<file path="src/design/alidp_pkg.sv">
// Shared constants, types and helper functions of the integer instruction datapath.
// Function
// - Unsigned multiply writes destination times source back into the destination.
// - Negate replaces the destination with zero minus its value.
// - Sum of products multiplies fetched operand pairs into the 32-bit accumulator pair.
// - Subtract with borrow stores destination minus source minus inverted carry.
// - Plain subtract stores destination minus source, carry not used as borrow.
// - Logical AND writes source AND destination into the destination.
// - Invert complements every destination bit and writes it back.
// - Logical OR writes source OR destination into the destination.
// - Test forms source AND destination for flags only, destination unchanged.
// - Exclusive OR writes destination XOR source into the destination.
package alidp_pkg;

    // Widths of data, accumulator and memory addresses.
    localparam int ALIDP_DATA_W = 16;
    localparam int ALIDP_ACC_W = 32;
    localparam int ALIDP_ADDR_W = 20;

    // Pointer advance per element for byte and word operands.
    localparam logic [19:0] ALIDP_BYTE_STEP = 20'h00001;
    localparam logic [19:0] ALIDP_WORD_STEP = 20'h00002;

    // Reset values of data, accumulator, pointer and flag registers.
    localparam logic [15:0] ALIDP_RST_DATA = 16'h0000;
    localparam logic [31:0] ALIDP_RST_ACC = 32'h00000000;
    localparam logic [19:0] ALIDP_RST_PTR = 20'h00000;
    localparam logic [3:0] ALIDP_RST_FLAGS = 4'h0;

    // Bit positions in the flag and flag-write vectors.
    localparam int ALIDP_FLAG_C = 0;
    localparam int ALIDP_FLAG_Z = 1;
    localparam int ALIDP_FLAG_S = 2;
    localparam int ALIDP_FLAG_O = 3;

    // Flag-write masks per instruction class.
    localparam logic [3:0] ALIDP_WE_NONE = 4'h0;
    localparam logic [3:0] ALIDP_WE_SZ = 4'h6;
    localparam logic [3:0] ALIDP_WE_ALL = 4'hF;
    localparam logic [3:0] ALIDP_WE_O = 4'h8;

    // Instructions handled by the datapath.
    typedef enum logic [3:0] {
        ALIDP_OP_UNSIGNED_MULTIPLY,
        ALIDP_OP_NEGATE_OP,
        ALIDP_OP_SUM_OF_PRODUCTS,
        ALIDP_OP_SUBTRACT_WITH_BORROW,
        ALIDP_OP_SUBTRACT,
        ALIDP_OP_AND,
        ALIDP_OP_INVERT,
        ALIDP_OP_OR,
        ALIDP_OP_BITWISE_TEST,
        ALIDP_OP_XOR
    } alidp_op_t;

    // Sequencer states.
    typedef enum logic [2:0] {
        ALIDP_ST_IDLE,
        ALIDP_ST_CHECK,
        ALIDP_ST_FETCH_A,
        ALIDP_ST_FETCH_B,
        ALIDP_ST_ACCUM,
        ALIDP_ST_FINISH
    } alidp_state_t;

    // Mask that keeps the bits of the selected operand width.
    function automatic logic [15:0] alidp_mask(input logic word_size);
        return word_size ? 16'hFFFF : 16'h00FF;
    endfunction : alidp_mask

    // Most significant bit of a value at the selected width.
    function automatic logic alidp_msb(input logic word_size, input logic [15:0] value);
        return word_size ? value[15] : value[7];
    endfunction : alidp_msb

endpackage : alidp_pkg

</file>
<file path="src/design/alidp_logic_unit.sv">
// Combinational subtract, negate and bitwise logic at byte or word width.
`timescale 1ns/100ps
module alidp_logic_unit
(
    // Operation select.
    input alidp_pkg::alidp_op_t op,
    input wire logic word_size,
    // Operands and carry.
    input wire logic [15:0] src_operand,
    input wire logic [15:0] dest_operand,
    input wire logic carry_in,
    // Results.
    output logic [15:0] logic_result,
    output logic carry_out,
    output logic overflow_out
);
    import alidp_pkg::*;

    logic [15:0] mask;
    logic is_negate;
    logic [15:0] sub_dest;
    logic [15:0] sub_src;
    logic [15:0] inv_src;
    logic borrow_cin;
    logic [16:0] diff;
    logic [15:0] diff_res;

    // Negate is zero minus destination, sharing the subtractor.
    assign mask = alidp_mask(word_size);
    assign is_negate = (op == ALIDP_OP_NEGATE_OP);
    assign sub_dest = is_negate ? 16'h0000 : (dest_operand & mask);
    assign sub_src = (is_negate ? dest_operand : src_operand) & mask;
    assign inv_src = ~sub_src & mask;
    assign borrow_cin = (op == ALIDP_OP_SUBTRACT_WITH_BORROW) ? carry_in : 1'b1;
    assign diff = {1'b0, sub_dest} + {1'b0, inv_src} + {16'h0000, borrow_cin};
    assign diff_res = diff[15:0] & mask;

    // Carry is set when no borrow occurred out of the selected width.
    assign carry_out = word_size ? diff[16] : diff[8];
    assign overflow_out = (alidp_msb(word_size, sub_dest) != alidp_msb(word_size, sub_src))
        && (alidp_msb(word_size, diff_res) != alidp_msb(word_size, sub_dest));

    // Result selection by operation.
    always_comb
    begin
        case (op)
            ALIDP_OP_AND: logic_result = src_operand & dest_operand & mask;
            ALIDP_OP_BITWISE_TEST: logic_result = src_operand & dest_operand & mask;
            ALIDP_OP_OR: logic_result = (src_operand | dest_operand) & mask;
            ALIDP_OP_XOR: logic_result = (dest_operand ^ src_operand) & mask;
            ALIDP_OP_INVERT: logic_result = ~dest_operand & mask;
            default: logic_result = diff_res;
        endcase
    end

endmodule : alidp_logic_unit

</file>
<file path="src/design/alidp_multiplier.sv">
// Combinational byte or word multiplier, unsigned or signed.
`timescale 1ns/100ps
module alidp_multiplier
(
    // Mode.
    input wire logic word_size,
    input wire logic signed_mode,
    // Operands.
    input wire logic [15:0] mult_a,
    input wire logic [15:0] mult_b,
    // Product.
    output logic [31:0] product
);
    logic [16:0] a_ext;
    logic [16:0] b_ext;
    logic [33:0] full;

    // Extends an operand to 17 bits at the selected width and signedness.
    function automatic logic [16:0] extend(input logic wsize, input logic sgn,
                                           input logic [15:0] v);
        return wsize ? {sgn & v[15], v} : {{9{sgn & v[7]}}, v[7:0]};
    endfunction : extend

    // Signed product of seventeen-bit operands covers both unsigned and signed operands.
    assign a_ext = extend(word_size, signed_mode, mult_a);
    assign b_ext = extend(word_size, signed_mode, mult_b);
    assign full = 34'($signed(a_ext) * $signed(b_ext));
    assign product = full[31:0];

endmodule : alidp_multiplier

</file>
<file path="src/design/alidp_top.sv">
// Execution datapath for multiply, negate, sum of products, subtract and logic instructions.
`timescale 1ns/100ps
module alidp_top
(
    // Clock and reset.
    input wire logic clk,
    input wire logic resetn,
    // Instruction request from the decoder.
    input wire logic start,
    input alidp_pkg::alidp_op_t op,
    input wire logic word_size,
    input wire logic [15:0] src_operand,
    input wire logic [15:0] dest_operand,
    input wire logic carry_in,
    // Sum-of-products register values at start.
    input wire logic [19:0] multiplicand_pointer_in,
    input wire logic [19:0] multiplier_pointer_in,
    input wire logic [15:0] repeat_count_in,
    input wire logic [31:0] accumulator_in,
    // Operand memory port.
    output logic mem_req,
    output logic [19:0] mem_addr,
    output logic mem_word,
    input wire logic [15:0] mem_rdata,
    input wire logic mem_ack,
    // Results to the register file.
    output logic busy,
    output logic done,
    output logic dest_write,
    output logic [15:0] result,
    output logic [15:0] result_high,
    output logic result_wide,
    output logic [3:0] flags,
    output logic [3:0] flags_we,
    output logic [31:0] accumulator_pair,
    output logic [19:0] multiplicand_pointer,
    output logic [19:0] multiplier_pointer,
    output logic [15:0] repeat_count_register
);
    import alidp_pkg::*;

    alidp_state_t state;
    alidp_state_t next_state;
    logic sump_word;
    logic [15:0] operand_a;
    logic [15:0] operand_b;
    logic acc_overflow;

    logic take;
    logic is_sump;
    logic is_unsigned_multiply;
    logic is_arith;
    logic [15:0] logic_result;
    logic logic_carry;
    logic logic_ovf;
    logic mult_word;
    logic mult_signed;
    logic [15:0] mult_a;
    logic [15:0] mult_b;
    logic [31:0] product;
    logic [31:0] acc_sum;
    logic acc_step_ovf;
    logic [19:0] ptr_step;
    logic [15:0] single_result;
    logic [15:0] single_high;
    logic [3:0] single_flags;
    logic [3:0] single_we;
    logic [15:0] fetched;

    // Request decoding.
    assign take = start && (state == ALIDP_ST_IDLE);
    assign is_sump = (op == ALIDP_OP_SUM_OF_PRODUCTS);
    assign is_unsigned_multiply = (op == ALIDP_OP_UNSIGNED_MULTIPLY);
    assign is_arith = (op == ALIDP_OP_NEGATE_OP) || (op == ALIDP_OP_SUBTRACT)
        || (op == ALIDP_OP_SUBTRACT_WITH_BORROW);

    // Subtract, negate and bitwise logic.
    alidp_logic_unit u_logic
    (
        .op(op),
        .word_size(word_size),
        .src_operand(src_operand),
        .dest_operand(dest_operand),
        .carry_in(carry_in),
        .logic_result(logic_result),
        .carry_out(logic_carry),
        .overflow_out(logic_ovf)
    );

    // The multiplier serves the unsigned multiply when idle and the products otherwise.
    assign mult_word = (state == ALIDP_ST_IDLE) ? word_size : sump_word;
    assign mult_signed = (state != ALIDP_ST_IDLE);
    assign mult_a = (state == ALIDP_ST_IDLE) ? dest_operand : operand_a;
    assign mult_b = (state == ALIDP_ST_IDLE) ? src_operand : operand_b;

    alidp_multiplier u_mult
    (
        .word_size(mult_word),
        .signed_mode(mult_signed),
        .mult_a(mult_a),
        .mult_b(mult_b),
        .product(product)
    );

    // Accumulation with signed overflow detection.
    assign acc_sum = accumulator_pair + product;
    assign acc_step_ovf = (accumulator_pair[31] == product[31]) && (acc_sum[31] != product[31]);
    assign ptr_step = sump_word ? ALIDP_WORD_STEP : ALIDP_BYTE_STEP;
    assign fetched = sump_word ? mem_rdata : {8'h00, mem_rdata[7:0]};

    // Result of a single-cycle instruction, word product split into low and high halves.
    assign single_result = is_unsigned_multiply ? (word_size ? product[15:0] : product[15:0])
        : logic_result;
    assign single_high = (is_unsigned_multiply && word_size) ? product[31:16] : ALIDP_RST_DATA;

    // Flags of a single-cycle instruction at the selected width.
    assign single_flags[ALIDP_FLAG_C] = logic_carry;
    assign single_flags[ALIDP_FLAG_Z] = ((logic_result & alidp_mask(word_size)) == 16'h0000);
    assign single_flags[ALIDP_FLAG_S] = alidp_msb(word_size, logic_result);
    assign single_flags[ALIDP_FLAG_O] = logic_ovf;
    assign single_we = is_unsigned_multiply ? ALIDP_WE_NONE : (is_arith ? ALIDP_WE_ALL : ALIDP_WE_SZ);

    // Sequencer for the sum of products.
    always_comb
    begin
        next_state = state;
        case (state)
            ALIDP_ST_IDLE:
            begin
                if (take && is_sump)
                    next_state = ALIDP_ST_CHECK;
            end
            ALIDP_ST_CHECK:
            begin
                if (repeat_count_register == 16'h0000)
                    next_state = ALIDP_ST_FINISH;
                else
                    next_state = ALIDP_ST_FETCH_A;
            end
            ALIDP_ST_FETCH_A:
            begin
                if (mem_ack)
                    next_state = ALIDP_ST_FETCH_B;
            end
            ALIDP_ST_FETCH_B:
            begin
                if (mem_ack)
                    next_state = ALIDP_ST_ACCUM;
            end
            ALIDP_ST_ACCUM:
                next_state = ALIDP_ST_CHECK;
            ALIDP_ST_FINISH:
                next_state = ALIDP_ST_IDLE;
            default:
                next_state = ALIDP_ST_IDLE;
        endcase
    end

    // State register.
    always_ff @(posedge clk or negedge resetn)
    begin
        if (!resetn)
            state <= ALIDP_ST_IDLE;
        else
            state <= next_state;
    end

    // Memory request follows the fetch states, address from the active pointer.
    always_ff @(posedge clk or negedge resetn)
    begin
        if (!resetn)
        begin
            mem_req <= 1'b0;
            mem_addr <= ALIDP_RST_PTR;
        end
        else
        begin
            mem_req <= (next_state == ALIDP_ST_FETCH_A) || (next_state == ALIDP_ST_FETCH_B);
            mem_addr <= (next_state == ALIDP_ST_FETCH_B) ? multiplier_pointer
                : multiplicand_pointer;
        end
    end

    // Fetched operands of one product.
    always_ff @(posedge clk or negedge resetn)
    begin
        if (!resetn)
        begin
            operand_a <= ALIDP_RST_DATA;
            operand_b <= ALIDP_RST_DATA;
        end
        else
        begin
            if (state == ALIDP_ST_FETCH_A && mem_ack)
                operand_a <= fetched;
            if (state == ALIDP_ST_FETCH_B && mem_ack)
                operand_b <= fetched;
        end
    end

    // Sum-of-products working registers: pointers, count, accumulator, width.
    always_ff @(posedge clk or negedge resetn)
    begin
        if (!resetn)
        begin
            sump_word <= 1'b0;
            mem_word <= 1'b0;
            multiplicand_pointer <= ALIDP_RST_PTR;
            multiplier_pointer <= ALIDP_RST_PTR;
            repeat_count_register <= ALIDP_RST_DATA;
            accumulator_pair <= ALIDP_RST_ACC;
            acc_overflow <= 1'b0;
        end
        else if (take && is_sump)
        begin
            sump_word <= word_size;
            mem_word <= word_size;
            multiplicand_pointer <= multiplicand_pointer_in;
            multiplier_pointer <= multiplier_pointer_in;
            repeat_count_register <= repeat_count_in;
            accumulator_pair <= accumulator_in;
            acc_overflow <= 1'b0;
        end
        else if (state == ALIDP_ST_ACCUM)
        begin
            accumulator_pair <= acc_sum;
            acc_overflow <= acc_overflow | acc_step_ovf;
            multiplicand_pointer <= multiplicand_pointer + ptr_step;
            multiplier_pointer <= multiplier_pointer + ptr_step;
            repeat_count_register <= repeat_count_register - 16'h0001;
        end
    end

    // Completion, write-back and flags of every instruction.
    always_ff @(posedge clk or negedge resetn)
    begin
        if (!resetn)
        begin
            busy <= 1'b0;
            done <= 1'b0;
            dest_write <= 1'b0;
            result <= ALIDP_RST_DATA;
            result_high <= ALIDP_RST_DATA;
            result_wide <= 1'b0;
            flags <= ALIDP_RST_FLAGS;
            flags_we <= ALIDP_WE_NONE;
        end
        else
        begin
            busy <= (next_state != ALIDP_ST_IDLE) && (next_state != ALIDP_ST_FINISH);
            done <= (take && !is_sump) || (state == ALIDP_ST_FINISH);
            dest_write <= take && !is_sump && (op != ALIDP_OP_BITWISE_TEST);
            flags_we <= ALIDP_WE_NONE;
            if (take && !is_sump)
            begin
                result <= single_result;
                result_high <= single_high;
                result_wide <= is_unsigned_multiply && word_size;
                flags <= single_flags;
                flags_we <= single_we;
            end
            else if (state == ALIDP_ST_FINISH)
            begin
                result_wide <= 1'b0;
                flags[ALIDP_FLAG_O] <= acc_overflow;
                flags_we <= ALIDP_WE_O;
            end
        end
    end

endmodule : alidp_top

</file>
<file path="config.mk">
export PLATFORM = sky130hd
export DESIGN_NAME = alidp_top
export DESIGN_NICKNAME = d
export VERILOG_FILES = /design/src/design/alidp_pkg.sv /design/src/design/alidp_logic_unit.sv /design/src/design/alidp_multiplier.sv /design/src/design/alidp_top.sv
export SDC_FILE = /design/constraint.sdc
export NUM_CORES = 1
export LEC_CHECK = 0
export ABC_AREA = 1
export BUFFER_PORTS_ARGS = -buffer_cell sky130_fd_sc_hd__buf_2
export CORE_MARGIN = 4
export CORE_UTILIZATION = 38
export CTS_CLUSTER_SIZE = 20
export DETAILED_ROUTE_END_ITERATION = 8
export SLEW_MARGIN = 10
export SYNTH_ARGS = -nofsm -noshare
export SYNTH_HDL_FRONTEND = slang
export SYNTH_SLANG_ARGS = --single-unit
</file>
<file path="constraint.sdc">
create_clock -name clk -period 11.34 [get_ports clk]
set_input_delay 1.134 -clock clk [delete_from_list [all_inputs] [get_ports clk]]
set_output_delay 1.134 -clock clk [all_outputs]
set_load 0.05 [all_outputs]
</file>
==> results of run 1 <==
==> logic make-up (layout without fill, tap and decap cells) <==
group | count (synthesis) | in the layout | synth area share [%]
DFF | 189 | 189 | 20.1
and+or+nand+nor | 1111 | 1111 | 19.4
buffers and inverters | 656 | 908 | 10.6
adders and majority gates | 452 | 452 | 33.3
AOI/OAI and AO/OA | 541 | 541 | 13.3
xor gates and xnor gates | 87 | 87 | 3.25
==> worst paths after layout <==
| path | startpoint | to | depth (start not counted) |
|---|---|---|---|
| max | state[2]$_DFF_PN0_ | accumulator_pair[28]$_DFFE_PN0P_ | 36 |
| min | result[1]$_DFFE_PN0P_ | result[1]$_DFFE_PN0P_ | 2 |
| min reg2reg | result[1]$_DFFE_PN0P_ | result[1]$_DFFE_PN0P_ | 2 |
| max reg2reg | state[2]$_DFF_PN0_ | accumulator_pair[28]$_DFFE_PN0P_ | 36 |
| max in group asynchronous | resetn | mem_addr[1]$_DFF_PN0_ | 3 |
| min in group asynchronous | resetn | result[12]$_DFFE_PN0P_ | 1 |
==> layer usage <==
metal	GRT usage, %	part of all wire [%]
met5	0	0.044
met4	6.71	2.7
met3	5.64	7.6
met2	38.8	46
met1	33.3	44
==> metrics by stage <==
step / worst slack (ns) / hold slack, ns
after floorplan: 3.02 / 0.453
after global placement: 1.78 / 0.454
after detailed placement: 1.61 / 0.464
after CTS: 1.82 / 0.484
after global routing: 1.09 / 0.498
final: 1.77 / 0.480
==> layout make-up <==
cell class | count | area share (%)
multi-input cells | 2191 | 61.8
flip-flops and latches | 189 | 18.0
inverters | 557 | 7.94
repair buffers | 319 | 6.29
well taps | 782 | 3.72
clock buffers | 18 | 1.67
clock inverters | 14 | 0.647
==> tightest hold or removal path, delay by kind of cell, from the launching register on <==
| kind | cells | cell delay (ns) |
|---|---|---|
| compound gates | 1 | 0.06 |
| buf+inv | 1 | 0.04 |
| flops | 1 | 0.35 |
==> cells in the final DEF, fill, tap and decap left out, types with 4 or more instances in the layout <==
cell	count
a211oi_1	10
a21o_1	9
a21oi_1	151
a221oi_1	4
a22o_1	9
a31oi_1	10
buf_2	298
buf_4	20
clkbuf_16	17
clkinv_1	9
clkinv_8	6
dfrtp_1	189
fa_1	287
ha_1	165
inv_1	541
inv_2	7
nand2_1	600
nand2_4	5
nand3_1	91
nand4_1	12
nor2_1	336
nor3_1	32
nor4_1	8
o211ai_1	39
o21a_1	4
o21ai_0	220
o21ai_1	6
o21ai_2	6
o21bai_1	8
o221ai_1	8
o22ai_1	36
o311ai_0	5
or2_2	7
xnor2_1	22
xor2_1	65
==> sequential cells by signal (all words and copies together), names as in the netlist, 3 cells and up <==
signal,cells
accumulator_pair,32
mem_addr,20
multiplicand_pointer,20
multiplier_pointer,20
operand_a,16
operand_b,16
repeat_count_register,16
result,16
result_high,16
flags,4
flags_we,3
state,3
==> run metrics, run 1 <==
die width around 260 µm; GRT Util Overall roughly a quarter; CTS tree yes; Initial Util 38.6%; number of buffer and inverter instances along the worst setup path 6; total vias in the final route roughly 21000; most common cell in the netlist nand2_1; Final Core Density 43.3%; number of antenna violations at the first check in global routing 4; max-cap violation count 0; biggest area consumer among synthesized cells fa_1; final standard cell area without fillers between 20000 and 30000 µm²; unrepaired setup endpoints after global routing false; H-tree depth reported by CTS 4; Die H approximately 260 µm; total nets after synthesis 3634; CP arrival approximately 10 ns; number of filler instances in the final layout around 6400; longest individual stage delay on the worst path between 0.9 and 1 ns; largest buffer count on any clock path 2; Max Fanout on Critical Path 62; clock latency at the later pin of the worst-skew pair approximately 0.5 ns; max-slew violation count 0; commonest cells in the synthesized netlist 600 x nand2_1, 541 x inv_1, 336 x nor2_1; nature of the critical path endpoint register; Clock Root Buffer clkbuf_16; Peak Freq between 100 and 150 MHz; number of synthesized flops with an enable pin 0; largest net degree at the start of global routing 86; clock-pin slew of the registers on the worst-case setup and hold paths approximately 0.09 ns; multi-input logic area 16300 µm²; final hold violation count 0; synth unique cells 57; total wirelength of the detailed-routed design 79400 µm; via count of the first global-routing pass ~21000; min-delay worst type register to register; most used flip-flop cell after synthesis dfrtp_1; mean number of vias per cell about 5.2; number of optimization iterations in the first detailed-route pass 7; post-cts repair resize count 0; number of ports placed on the die boundary 300; routed len/inst about 20 µm; core area between 60000 and 70000 µm²; Layout Skew roughly 0.014 ns; post-synthesis sequential area ratio between 20% and 30%; IO Port Bufs roughly 300; part of the cycle the worst path needs a little over four fifths; Tmin final approximately 9.6 ns; critical path startpoint category register; final net count about 3900; top cell type's share of synthesized area around 24%; post-synthesis register bit count ~190; global-route wire length before repair roughly 130000 µm; standard cell with the maximum stage delay on the critical path o21ai_0; cells after synthesis about 3000; number of buffers created by CTS 17; top post-synthesis cells by area fa_1 24%, dfrtp_1 20%, nand2_1 9.6%, ha_1 8.8%, inv_1 8.7%; hold-fix buffer count after cts 0; layout overhead on the synthesized area 12.1%; final weighted congestion of routability-driven global placement a little over 0.9; Slew @ Worst Pin roughly 1.2 ns; placement row count 90; detailed-route DRC error count 0; dominant delay contributor by cell family on the critical path adder cells; number of standard cells in the layout, taps in and fillers out approximately 4100; headroom to the max-slew limit about 23%; share of async-settable or async-resettable flops after synthesis 100%; Die Outline Area approximately 66000 µm²; proportion of layout cells with a drive suffix above 1 a little under an eighth; area after detailed placement approximately 26000 µm²; Worst EP required 11.72 ns; post-synthesis average cell area 7.73 µm²; remaining global-route overflow 0; Setup Buffers After CTS 0; Iter 0 DRT Violations between 1500 and 2000; final total negative setup slack 0 ns; Antenna diodes 0; Post-Place Cells 4038; run status completed; path type of the worst setup path register to register; Cell Area, Synth about 23000 µm²; Clock Sinks between 150 and 200; Final setup violation count 0; yosys synthesis warning count 0; worst reg2reg setup slack 1.77 ns; Detail Placement HPWL 65000 µm; remaining antenna violation count 0; area of all sequential standard cells ~4700 µm²
Power of run 1 is left out: the tool's default activity adds up to more than one toggle a clock period on the data nets, which glitch-free logic cannot reach.
==> inputs of run 2 (changes only) <==
==> constraint.sdc (replaced) <==
create_clock -name clk -period 9.1 [get_ports clk]
set_input_delay 0.91 -clock clk [delete_from_list [all_inputs] [get_ports clk]]
set_output_delay 0.91 -clock clk [all_outputs]
set_load 0.05 [all_outputs]
==> run metrics, run 2 (same netlist as run 1, synthesis figures left out) <==
critical path startpoint category register; H-tree depth reported by CTS 4 (unchanged); final hold violation count 0 (unchanged); worst reg2reg setup slack 0.62 ns (-1.15 ns); CTS tree yes; total wirelength of the detailed-routed design 79200 µm (-0.22%); hold-fix buffer count after cts 0 (unchanged); unrepaired setup endpoints after global routing false; mean number of vias per cell 5.16 (-0.87%); longest individual stage delay on the worst path 0.55 ns (-0.36 ns); dominant delay contributor by cell family on the critical path adder cells; cell seen most often among critical-path stages fa_1; flip-flop count of the largest register, all copies and words added 32 (unchanged); routed len/inst 19.3 µm (-1.2%); Setup Buffers After CTS 0 (unchanged); most common library cell in the layout ignoring fill and taps nand2_1; proportion of layout cells with a drive suffix above 1 13.0% (+1.1 points); total vias in the final route 21200 (+0.10%); path type of the worst setup path register to register; placement row count 90 (unchanged); layout overhead on the synthesized area 13.5%; reg-to-reg startpoint state[2]$_DFF_PN0_; Die Outline Area 65800 µm² (unchanged); commonest cells after routing, fill and taps aside 599 x nand2_1, 539 x inv_1, 336 x nor2_1; Crit Reg-Reg Endpoint accumulator_pair[25]$_DFFE_PN0P_; Final setup violation count 0 (unchanged); number of logic stages on the critical path including buffering 32 (-11%); Tmin final 8.48 ns (-1.09 ns); register with the most flip-flops accumulator_pair; part of the cycle the worst path needs 93.2% (+8.8 points); Clock Sinks 189 (unchanged); GRT Util Overall 24.2% (-0.043 points); clock-pin slew of the registers on the worst-case setup and hold paths 0.09 ns (about the same); Slew @ Worst Pin 1.14 ns (-0.0126 ns); number of optimization iterations in the first detailed-route pass 7 (unchanged); run status completed; largest net degree at the start of global routing 117 (+36%); number of filler instances in the final layout 6316 (-0.54%); die width 257 µm (unchanged); remaining global-route overflow 0 (unchanged); number of ports placed on the die boundary 300 (unchanged); number of buffers created by CTS 17 (unchanged); Worst EP required 9.50 ns (-2.22 ns); Clock Root Buffer clkbuf_16; CP arrival 8.89 ns (-1.06 ns); remaining antenna violation count 0 (unchanged); Peak Freq 118 MHz (+13%); R2R cell count 32 (-11%); final weighted congestion of routability-driven global placement 0.944 (+0.95%); detailed-route DRC error count 0 (unchanged); Iter 0 DRT Violations 1614 (+4.7%); number of buffer and inverter instances along the worst setup path 4 (-2); final total negative setup slack 0 ns (unchanged); core area 60800 µm² (unchanged); start point of the worst min-delay path result[1]$_DFFE_PN0P_; via count of the first global-routing pass 21500 (+0.72%); final net count 3911 (+0.98%); Max Fanout on Critical Path 47 (-24%); capture point of the critical path accumulator_pair[25]$_DFFE_PN0P_; post-cts repair resize count 0 (unchanged); headroom to the max-slew limit 23.6% (+0.84 points); global-route wire length before repair 125000 µm (-0.53%); max-slew violation count 0 (unchanged); IO Port Bufs 299 (unchanged); standard cell with the maximum stage delay on the critical path fa_1; Layout Skew 0.0177 ns (+0.00387 ns); max-cap violation count 0 (unchanged); Detail Placement HPWL 65400 µm (+0.56%); worst setup path startpoint state[2]$_DFF_PN0_; largest buffer count on any clock path 2 (unchanged); clock latency at the later pin of the worst-skew pair 0.50 ns (about the same); Die H 257 µm (unchanged); nature of the critical path endpoint register; number of antenna violations at the first check in global routing 5 (+1); min-delay worst type register to register; Initial Util 38.6% (unchanged)
-- run 2: cell type report --
| class | count | area (µm²) | share of cell area, % |
|---|---|---|---|
| multi-input cells | 2191 | 16300 | 61.0 |
| flip-flops and latches | 189 | 4730 | 17.8 |
| clock inverters | 14 | 198 | 0.742 |
| inverters | 557 | 2100 | 7.88 |
| clock buffers | 18 | 429 | 1.61 |
| well taps | 782 | 978 | 3.67 |
| diodes | 2 | 5.00 | 0.0188 |
| repair buffers | 357 | 1940 | 7.29 |
-- run 2: worst register-to-register path: cells and delay by family, from the launching register on --
family          cells  cell delay, ns
compound gates      6            0.95
fa+ha+maj           8            3.71
simple gates       12            2.15
buf+inv             4            0.50
flops               1            0.47
xor+xnor            2            0.59
-- run 2: layer usage --
layer,vias to the layer above,part of all wire (%),GRT usage (%)
met5,-,0.038,0.365
met3,146,7.3,5.70
met2,716,45,38.5
met1,10200,43,32.5
li1,10100,-,-
met4,6,3.9,8.76
-- run 2: worst min path at each step --
stage / end / cells after the start / slack, ns
4_1_cts: result[1]$_DFFE_PN0P_ / 2 / 0.49
3_5_place_dp: result[9]$_DFFE_PN0P_ / 2 / 0.46
3_3_place_gp: result[1]$_DFFE_PN0P_ / 2 / 0.45
6_report: result[1]$_DFFE_PN0P_ / 2 / 0.48
2_1_floorplan: operand_b[14]$_DFFE_PN0P_ / 2 / 0.45
5_1_grt: result[14]$_DFFE_PN0P_ / 2 / 0.51
-- run 2: stage by stage --
| stage | cells | area, µm² | utilization [%] | hold slack (ns) | worst slack, ns |
|---|---|---|---|---|---|
| final | 4110 | 26600 | 43.8 | 0.482 | 0.616 |
| after global routing | 4109 | 26600 | 43.8 | 0.507 | 0.00685 |
| after CTS | 4108 | 26600 | 43.8 | 0.487 | 0.471 |
| after detailed placement | 4076 | 26000 | 42.7 | 0.462 | 0.418 |
| after global placement | 4076 | 26000 | 42.7 | 0.455 | 0.511 |
| after floorplan | 3036 | 23500 | - | 0.453 | 1.01 |
Power of run 2 is left out for the same reason.
